==> src/include/rlts_pkg.sv <==
package rlts_pkg;
	// clock and timebase
	localparam int unsigned CLK_HZ = 100_000_000;
	localparam int unsigned SEC_CYCLES = CLK_HZ;
	localparam int unsigned CYC_STEP_S = 10;
	localparam logic [6:0] CYC_MAX = 7'h78;
	// register byte offsets
	localparam logic [7:0] REG_CTRL = 8'h00;
	localparam logic [7:0] REG_CYCLE = 8'h04;
	localparam logic [7:0] REG_STATE = 8'h08;
	localparam logic [7:0] REG_IRQ_STAT = 8'h0C;
	localparam logic [7:0] REG_IRQ_EN = 8'h10;
	localparam logic [7:0] REG_IRQ_CLR = 8'h14;
	localparam logic [7:0] REG_TX_CNT = 8'h18;
	// ctrl fields
	localparam int unsigned CTRL_POL_BIT = 0;
	localparam int unsigned CTRL_SOC_BIT = 1;
	localparam int unsigned CTRL_INH_BIT = 2;
	localparam int unsigned CTRL_INHVAL_BIT = 3;
	localparam int unsigned CTRL_ON_LSB = 8;
	localparam int unsigned CTRL_OFF_LSB = 12;
	localparam int unsigned DLY_W = 4;
	// reset values: off when raining, no on delay, 3 min off delay
	localparam logic CTRL_POL_RST = 1'b0;
	localparam logic [3:0] DLY_ON_RST = 4'h0;
	localparam logic [3:0] DLY_OFF_RST = 4'h8;
	localparam logic [6:0] CYCLE_RST = 7'h00;
	// irq bits
	localparam int unsigned IRQ_W = 3;
	localparam int unsigned IRQ_TX = 0;
	localparam int unsigned IRQ_CHG = 1;
	localparam int unsigned IRQ_SUPPLY = 2;
	// delay code to seconds: none,1,3,5,10,15,30s,1,3,5,10,15,30,60min
	function automatic logic [11:0] rlts_dly_sec(input logic [3:0] code);
		unique case (code)
			4'h0: rlts_dly_sec = 12'h000;
			4'h1: rlts_dly_sec = 12'h001;
			4'h2: rlts_dly_sec = 12'h003;
			4'h3: rlts_dly_sec = 12'h005;
			4'h4: rlts_dly_sec = 12'h00A;
			4'h5: rlts_dly_sec = 12'h00F;
			4'h6: rlts_dly_sec = 12'h01E;
			4'h7: rlts_dly_sec = 12'h03C;
			4'h8: rlts_dly_sec = 12'h0B4;
			4'h9: rlts_dly_sec = 12'h12C;
			4'hA: rlts_dly_sec = 12'h258;
			4'hB: rlts_dly_sec = 12'h384;
			4'hC: rlts_dly_sec = 12'h708;
			4'hD: rlts_dly_sec = 12'hE10;
			default: rlts_dly_sec = 12'hE10;
		endcase
	endfunction : rlts_dly_sec
endpackage : rlts_pkg

==> src/design/rlts_top.sv <==
// Overview of operation
// - zero-going change is accepted only after switch-off delay; default three minutes.
// - during a running switch-off delay, cyclic telegrams still carry one.
// - inhibit setting suppresses cyclic and event telegrams while condition holds.
// - send-on-change off: no change telegram; cyclic repeat still runs if set.
// - send-on-change on: telegram on every accepted transition, both directions.
// - send-on-change off and cycle zero: never transmit.
// - cycle setting 0..120, period setting times ten seconds, zero disables.
// - polarity picks one or zero when raining; default zero when raining.
// - missing sensor supply makes rain count as present always.
// - one-going change is accepted only after switch-on delay.
// - delay choices go on through 1,3,5,10,15,30 and 60 minutes.
//
// The placing of the registers and the Wishbone interface to the registers were chosen for this implementation.
`timescale 1ns/1ns
`default_nettype none
module rlts_top #(
	parameter int unsigned SEC_CYCLES = rlts_pkg::SEC_CYCLES
) (
	// clock and reset
	input wire logic clk_i,
	input wire logic rst_i,
	// wishbone slave
	input wire logic wb_cyc_i,
	input wire logic wb_stb_i,
	input wire logic wb_we_i,
	input wire logic [7:0] wb_adr_i,
	input wire logic [3:0] wb_sel_i,
	input wire logic [31:0] wb_dat_i,
	output logic [31:0] wb_dat_o,
	output logic wb_ack_o,
	// sensor inputs
	input wire logic rain_i,
	input wire logic supply_ok_i,
	// telegram output
	output logic tx_req_o,
	output logic tx_val_o,
	output logic lim_val_o,
	// interrupt
	output logic irq_o
);
	typedef enum logic [1:0] {
		RLTS_IDLE = 2'b00,
		RLTS_WAIT = 2'b01
	} rlts_dly_t;

	logic sec_tick;
	rlts_sec_tick #(.SEC_CYCLES(SEC_CYCLES)) u_tick (
		.clk_i(clk_i),
		.rst_i(rst_i),
		.tick_o(sec_tick)
	);

	// configuration
	logic pol_ff;
	logic soc_ff;
	logic inh_ff;
	logic inh_val_ff;
	logic [3:0] on_dly_ff;
	logic [3:0] off_dly_ff;
	logic [6:0] cycle_ff;
	logic [rlts_pkg::IRQ_W-1:0] irq_stat_ff;
	logic [rlts_pkg::IRQ_W-1:0] irq_en_ff;
	logic [15:0] tx_cnt_ff;
	// state
	rlts_dly_t dst_ff;
	logic [11:0] dly_cnt_ff;
	logic [10:0] cyc_cnt_ff;
	logic supply_ff;

	// bus decode
	wire wb_req = wb_cyc_i & wb_stb_i & ~wb_ack_o;
	// a write lands at the edge where the master sees ack high
	wire wb_wr = wb_cyc_i & wb_stb_i & wb_we_i & wb_ack_o;
	wire wr_ctrl = wb_wr & (wb_adr_i == rlts_pkg::REG_CTRL);
	wire wr_cycle = wb_wr & (wb_adr_i == rlts_pkg::REG_CYCLE);
	wire wr_en = wb_wr & (wb_adr_i == rlts_pkg::REG_IRQ_EN);
	wire wr_clr = wb_wr & (wb_adr_i == rlts_pkg::REG_IRQ_CLR);

	// rain and target value
	wire rain = rain_i | ~supply_ok_i;
	wire target = pol_ff ? rain : ~rain;
	wire differs = (target != lim_val_o);
	wire [3:0] dly_code = target ? on_dly_ff : off_dly_ff;
	wire [11:0] dly_sec = rlts_pkg::rlts_dly_sec(dly_code);
	wire zero_dly = (dly_sec == 12'h000);
	wire dly_done = (dst_ff == RLTS_WAIT) & sec_tick & (dly_cnt_ff <= 12'h001);
	wire start_wait = (dst_ff == RLTS_IDLE) & differs;
	wire accept = differs & ((start_wait & zero_dly) | dly_done);
	wire nxt_lim = accept ? target : lim_val_o;

	// cyclic repeat
	wire [10:0] cyc_period = 11'(cycle_ff * 11'(rlts_pkg::CYC_STEP_S));
	wire cyc_on = (cycle_ff != 7'h00);
	wire cyc_fire = cyc_on & sec_tick & (cyc_cnt_ff <= 11'h001);
	wire inhibit = inh_ff & (lim_val_o == inh_val_ff);
	wire chg_fire = soc_ff & accept;
	wire send = (cyc_fire | chg_fire) & ~inhibit;
	wire [rlts_pkg::IRQ_W-1:0] irq_set = {supply_ff & ~supply_ok_i, accept, send};

	wire [31:0] ctrl_rd = {16'h0, off_dly_ff, on_dly_ff, 4'h0, inh_val_ff, inh_ff, soc_ff, pol_ff};
	wire [31:0] state_rd = {24'h0, 2'h0, dst_ff, 1'b0, supply_ok_i, rain, lim_val_o};
	wire [31:0] nxt_rd =
		(wb_adr_i == rlts_pkg::REG_CTRL) ? ctrl_rd :
		(wb_adr_i == rlts_pkg::REG_CYCLE) ? {25'h0, cycle_ff} :
		(wb_adr_i == rlts_pkg::REG_STATE) ? state_rd :
		(wb_adr_i == rlts_pkg::REG_IRQ_STAT) ? {29'h0, irq_stat_ff} :
		(wb_adr_i == rlts_pkg::REG_IRQ_EN) ? {29'h0, irq_en_ff} :
		(wb_adr_i == rlts_pkg::REG_TX_CNT) ? {16'h0, tx_cnt_ff} : 32'h0;
	wire [6:0] wr_cyc = (wb_dat_i[6:0] > rlts_pkg::CYC_MAX) ? rlts_pkg::CYC_MAX : wb_dat_i[6:0];

	// bus slave
	always_ff @(posedge clk_i) begin
		if (rst_i) begin
			wb_ack_o <= 1'b0;
			wb_dat_o <= 32'h0;
		end else begin
			wb_ack_o <= wb_req;
			wb_dat_o <= wb_req ? nxt_rd : 32'h0;
		end
	end

	// configuration registers
	always_ff @(posedge clk_i) begin
		if (rst_i) begin
			pol_ff <= rlts_pkg::CTRL_POL_RST;
			soc_ff <= 1'b0;
			inh_ff <= 1'b0;
			inh_val_ff <= 1'b0;
			on_dly_ff <= rlts_pkg::DLY_ON_RST;
			off_dly_ff <= rlts_pkg::DLY_OFF_RST;
			cycle_ff <= rlts_pkg::CYCLE_RST;
			irq_en_ff <= '0;
		end else begin
			if (wr_ctrl & wb_sel_i[0]) begin
				pol_ff <= wb_dat_i[rlts_pkg::CTRL_POL_BIT];
				soc_ff <= wb_dat_i[rlts_pkg::CTRL_SOC_BIT];
				inh_ff <= wb_dat_i[rlts_pkg::CTRL_INH_BIT];
				inh_val_ff <= wb_dat_i[rlts_pkg::CTRL_INHVAL_BIT];
			end
			if (wr_ctrl & wb_sel_i[1]) begin
				on_dly_ff <= wb_dat_i[rlts_pkg::CTRL_ON_LSB +: rlts_pkg::DLY_W];
				off_dly_ff <= wb_dat_i[rlts_pkg::CTRL_OFF_LSB +: rlts_pkg::DLY_W];
			end
			if (wr_cycle & wb_sel_i[0])
				cycle_ff <= wr_cyc;
			if (wr_en & wb_sel_i[0])
				irq_en_ff <= wb_dat_i[rlts_pkg::IRQ_W-1:0];
		end
	end

	// delay timer: cancels when target matches again
	always_ff @(posedge clk_i) begin
		if (rst_i) begin
			dst_ff <= RLTS_IDLE;
			dly_cnt_ff <= 12'h000;
			lim_val_o <= 1'b0;
		end else begin
			lim_val_o <= nxt_lim;
			unique case (dst_ff)
				RLTS_IDLE: begin
					if (start_wait & ~zero_dly) begin
						dst_ff <= RLTS_WAIT;
						dly_cnt_ff <= dly_sec;
					end
				end
				RLTS_WAIT: begin
					if (~differs | dly_done)
						dst_ff <= RLTS_IDLE;
					else if (sec_tick)
						dly_cnt_ff <= dly_cnt_ff - 12'h001;
				end
				default: dst_ff <= RLTS_IDLE;
			endcase
		end
	end

	// sticky status bits, set wins over clear
	for (genvar b = 0; b < rlts_pkg::IRQ_W; b++) begin : g_irq
		wire clr_bit = wr_clr & wb_sel_i[0] & wb_dat_i[b];
		always_ff @(posedge clk_i) begin
			if (rst_i)
				irq_stat_ff[b] <= 1'b0;
			else
				irq_stat_ff[b] <= irq_set[b] | (irq_stat_ff[b] & ~clr_bit);
		end
	end

	// cyclic counter, telegram output, irq
	always_ff @(posedge clk_i) begin
		if (rst_i) begin
			cyc_cnt_ff <= 11'h000;
			tx_req_o <= 1'b0;
			tx_val_o <= 1'b0;
			irq_o <= 1'b0;
			tx_cnt_ff <= 16'h0;
			supply_ff <= 1'b1;
		end else begin
			supply_ff <= supply_ok_i;
			if (~cyc_on | wr_cycle)
				cyc_cnt_ff <= cyc_period;
			else if (cyc_fire)
				cyc_cnt_ff <= cyc_period;
			else if (sec_tick)
				cyc_cnt_ff <= cyc_cnt_ff - 11'h001;
			tx_req_o <= send;
			tx_val_o <= send ? nxt_lim : tx_val_o;
			if (send)
				tx_cnt_ff <= tx_cnt_ff + 16'h1;
			irq_o <= |(irq_stat_ff & irq_en_ff);
		end
	end
endmodule : rlts_top
`default_nettype wire

==> src/design/rlts_sec_tick.sv <==
`timescale 1ns/1ns
`default_nettype none
// one-cycle pulse once per second
module rlts_sec_tick #(
	parameter int unsigned SEC_CYCLES = rlts_pkg::SEC_CYCLES
) (
	// clock and reset
	input wire logic clk_i,
	input wire logic rst_i,
	// tick
	output logic tick_o
);
	logic [31:0] cnt_ff;
	wire last = (cnt_ff == 32'(SEC_CYCLES - 1));
	always_ff @(posedge clk_i) begin
		if (rst_i) begin
			cnt_ff <= 32'h0;
			tick_o <= 1'b0;
		end else begin
			cnt_ff <= last ? 32'h0 : cnt_ff + 32'h1;
			tick_o <= last;
		end
	end
endmodule : rlts_sec_tick
`default_nettype wire

==> config.mk <==
export PLATFORM = sky130hd
export DESIGN_NAME = rlts_top
export DESIGN_NICKNAME = d
export VERILOG_FILES = /design/src/include/rlts_pkg.sv /design/src/design/rlts_top.sv /design/src/design/rlts_sec_tick.sv
export SDC_FILE = /design/constraint.sdc
export NUM_CORES = 1
export LEC_CHECK = 0
export BUFFER_PORTS_ARGS = -buffer_cell sky130_fd_sc_hd__buf_2
export CORE_UTILIZATION = 53
export DETAILED_ROUTE_END_ITERATION = 6
export PLACE_DENSITY_LB_ADDON = 0.2
export SYNTH_ARGS = -nofsm -noshare
export SYNTH_HDL_FRONTEND = slang
export SYNTH_HIERARCHICAL = 1
export SYNTH_SLANG_ARGS = --single-unit
==> constraint.sdc <==
create_clock -name clk_i -period 3.5 [get_ports clk_i]
set_input_delay 0.7 -clock clk_i [delete_from_list [all_inputs] [get_ports clk_i]]
set_output_delay 0.7 -clock clk_i [all_outputs]
set_load 0.02 [all_outputs]
==> metrics <==
number of distinct library cells after synthesis=76; clock buffer depth=2; cts hold-fix bufs=0; Iter 0 DRT Violations=413; mapped cell area=0.00663 mm2; post-DP HPWL=12.4 mm; min-delay src=u_tick/cnt_ff[0]; worst reg2reg path depth=11; Most used DFF post-synth=dfxtp_1; Ports=88; adder-cell share of the synthesized area=0.0427; final critical-path required period=3210 ps; WS Path Type=input pin to flip-flop; GPL Wtd Cong=0.899; placeable core region=0.0121 mm2; clock latency on the worst-skew pair=420 ps; clock skew=8.48 ps; Tot Pwr=0.00329 W; Tcrit/Tclk final=0.918; status=complete, no violations; RR Startpoint=pol_ff; Post-synth EDFFs=0; vias in the first global route=5875; H-tree levels=4; Setup Buffers After CTS=0; Register Area=0.00240 mm2; crit start category=input pin; # diodes=0; DRC Markers=0; CP Capture Type=flip-flop; total track usage=0.275; worst reg2reg setup slack=480 ps; clock sinks=120; cells after synthesis=804; CTS tree=done; P_leak=3.08 nW; largest family of logic cells by synthesized area=simple AND/OR/NAND/NOR gates; Final Hold Fails=0; Via Count=6244; port buffer count=52; Crit path largest cell delay=430 ps; Vias/cell=5.89; Simple-Gate Fraction of Synth Area=0.274; Critical Path AT=3550 ps; clock root cell=clkbuf_16; GRT overflow=0; max-cap viol count=0; Syn Area/Cell=8.24 um2; flip-flop and latch count after synthesis=120; number of fill cells=1093; multi-input logic area=0.00397 mm2; ANT nets after route=0; hold depth=1; Die Width=114 um; placed cell count=1030; mux cell area share after synthesis=0.0334; Critical Path RT=3830 ps; CP Cell Sequence=buf_2 > and2b_2 > xnor2_4 > mux2_4 > inv_4 > ha_4 > mux2i_1 > o41ai_4 > a32o_2 > buf_4 > a31oi_4 > or3_1 > a21oi_1; share of layout cells above drive strength 1=0.175; starting density of the core=0.547; Resize count post-CTS=0; pin count of the biggest net entering global routing=87; Final Slew Violations=0; critical path peak fanout=7; worst hold endpoint=u_tick/cnt_ff[0]; initial antenna violation count=0; maximum VDD drop=0.332 mV; final wirelength=17.1 mm; row count=40; Worst Hold Class=flip-flop to flip-flop; DR WL/cell=16.1 um; Nets=954; Post-Synth XOR/XNOR Area=0.0531; # setup viols final=0; RSZ-0062 raised after global routing=false; complex-gate fraction of the synthesized area=0.175; Fmax=311 MHz; Slew @ Worst Pin=953 ps; CP Buf/Inv Count=3; global-route wire length before repair=28.1 mm; DIE HEIGHT=114 um; Synth Warn #=6; slowest CP cell=o41ai_4; Reg clk slew, reported paths=50 ps; most common cell after layout, fill and taps aside=dfxtp_1; DR pass1 iterations=5; Die ar.=0.0130 mm2; sequential area share after synthesis=0.363; Pwr Density=420 mW/mm2; setup ws final=286 ps; ys async rst share=0; most frequent cells in the layout=120 x dfxtp_1, 106 x nor2_1, 64 x nand2_1; WHS=478 ps; fin cells=1061; DP Worst Slack=-115 ps; Top delay family on crit path=compound AO/OA/AOI/OAI gates; end of the worst register-to-register path=tx_cnt_ff[14]; max_slew headroom=0.364; area grow syn2layout=18.2%; CTS buffer count=17
==> cell usage after synthesis, drive strengths merged (6+ instances only) <==
cell type | count | area share
a21oi | 53 | 0.040
a22o | 9 | 0.012
a22oi | 15 | 0.017
a31oi | 14 | 0.016
and2 | 6 | 0.0057
and3 | 14 | 0.013
and4 | 6 | 0.0079
buf | 25 | 0.029
clkbuf | 24 | 0.014
dfxtp | 120 | 0.36
ha | 21 | 0.040
inv | 28 | 0.016
mux2i | 16 | 0.026
nand2 | 64 | 0.036
nand2b | 11 | 0.010
nand3 | 34 | 0.026
nand4 | 15 | 0.017
nor2 | 107 | 0.061
nor2b | 6 | 0.0057
nor3 | 33 | 0.025
nor4 | 20 | 0.024
o21ai | 31 | 0.024
or3 | 16 | 0.016
xnor2 | 23 | 0.033
xor2 | 15 | 0.020
==> layout make-up <==
type | instances | share of cell area
clock inverters | 6 | 0.00815
repair buffers | 92 | 0.0716
multi-input cells | 622 | 0.507
clock buffers | 25 | 0.0658
inverters | 28 | 0.0137
flip-flops and latches | 120 | 0.307
well taps | 168 | 0.0268
==> state kept, by name, summed over array words and instances (netlist names), 3 cells and up <==
name and flops:
cyc_cnt_ff 11, u_tick/cnt_ff 32, off_dly_ff 4, tx_cnt_ff 16, cycle_ff 7, irq_en_ff 3
wb_dat_o 16, irq_stat_ff 3, on_dly_ff 4, dly_cnt_ff 12
==> kinds of logic (layout without fill, tap and decap cells) <==
| logic type | Yosys count | in the layout |
|---|---|---|
| multiplexers | 20 | 20 |
| AO/OA/AOI/OAI | 172 | 172 |
| other | 1 | 16 |
| XOR/XNOR | 38 | 38 |
| buffers and inverters | 77 | 151 |
| AND/OR/NAND/NOR | 354 | 354 |
| adder cells (fa/ha/maj) | 22 | 22 |
| flip-flops | 120 | 120 |
==> metal layers <==
metal,track usage,routed length [um],part of all wire,vias to the layer above
met5,0,0,0,-
met4,0.0952,307,0.018,0
met3,0.0643,971,0.057,34
met2,0.467,8220,0.48,215
met1,0.341,7570,0.44,2959
li1,-,-,-,3036
==> through the flow <==
step                      cell area [um2]  utilization  TNS, ps
final                                7830        0.647        0
after global placement               7250        0.599     -503
after global routing                 7830        0.647        0
after CTS                            7830        0.647        0
after floorplan                      6770            -        0
after detailed placement             7250        0.599    -1510
==> power by group <==
group          internal, W  leakage [nW]  switching [W]  total (W)
Clock              0.00108         0.281       0.000598    0.00168
Sequential         0.00138         0.969      0.0000166    0.00140
Combinational    0.0000763          1.83       0.000132   0.000208
==> worst max path at each step <==
stage | slack [ps] | end | from | cells past startpoint
floorplan | 10 | tx_val_o | rain_i | 12
global placement | -70 | tx_cnt_ff[0] | rain_i | 15
detailed placement | -120 | tx_cnt_ff[14] | rain_i | 13
CTS | 310 | tx_cnt_ff[0] | rain_i | 15
global route | 110 | tx_cnt_ff[8] | rain_i | 13
finish | 290 | tx_cnt_ff[14] | rain_i | 13
No activity file was read; power rests on OpenSTA's default activity.
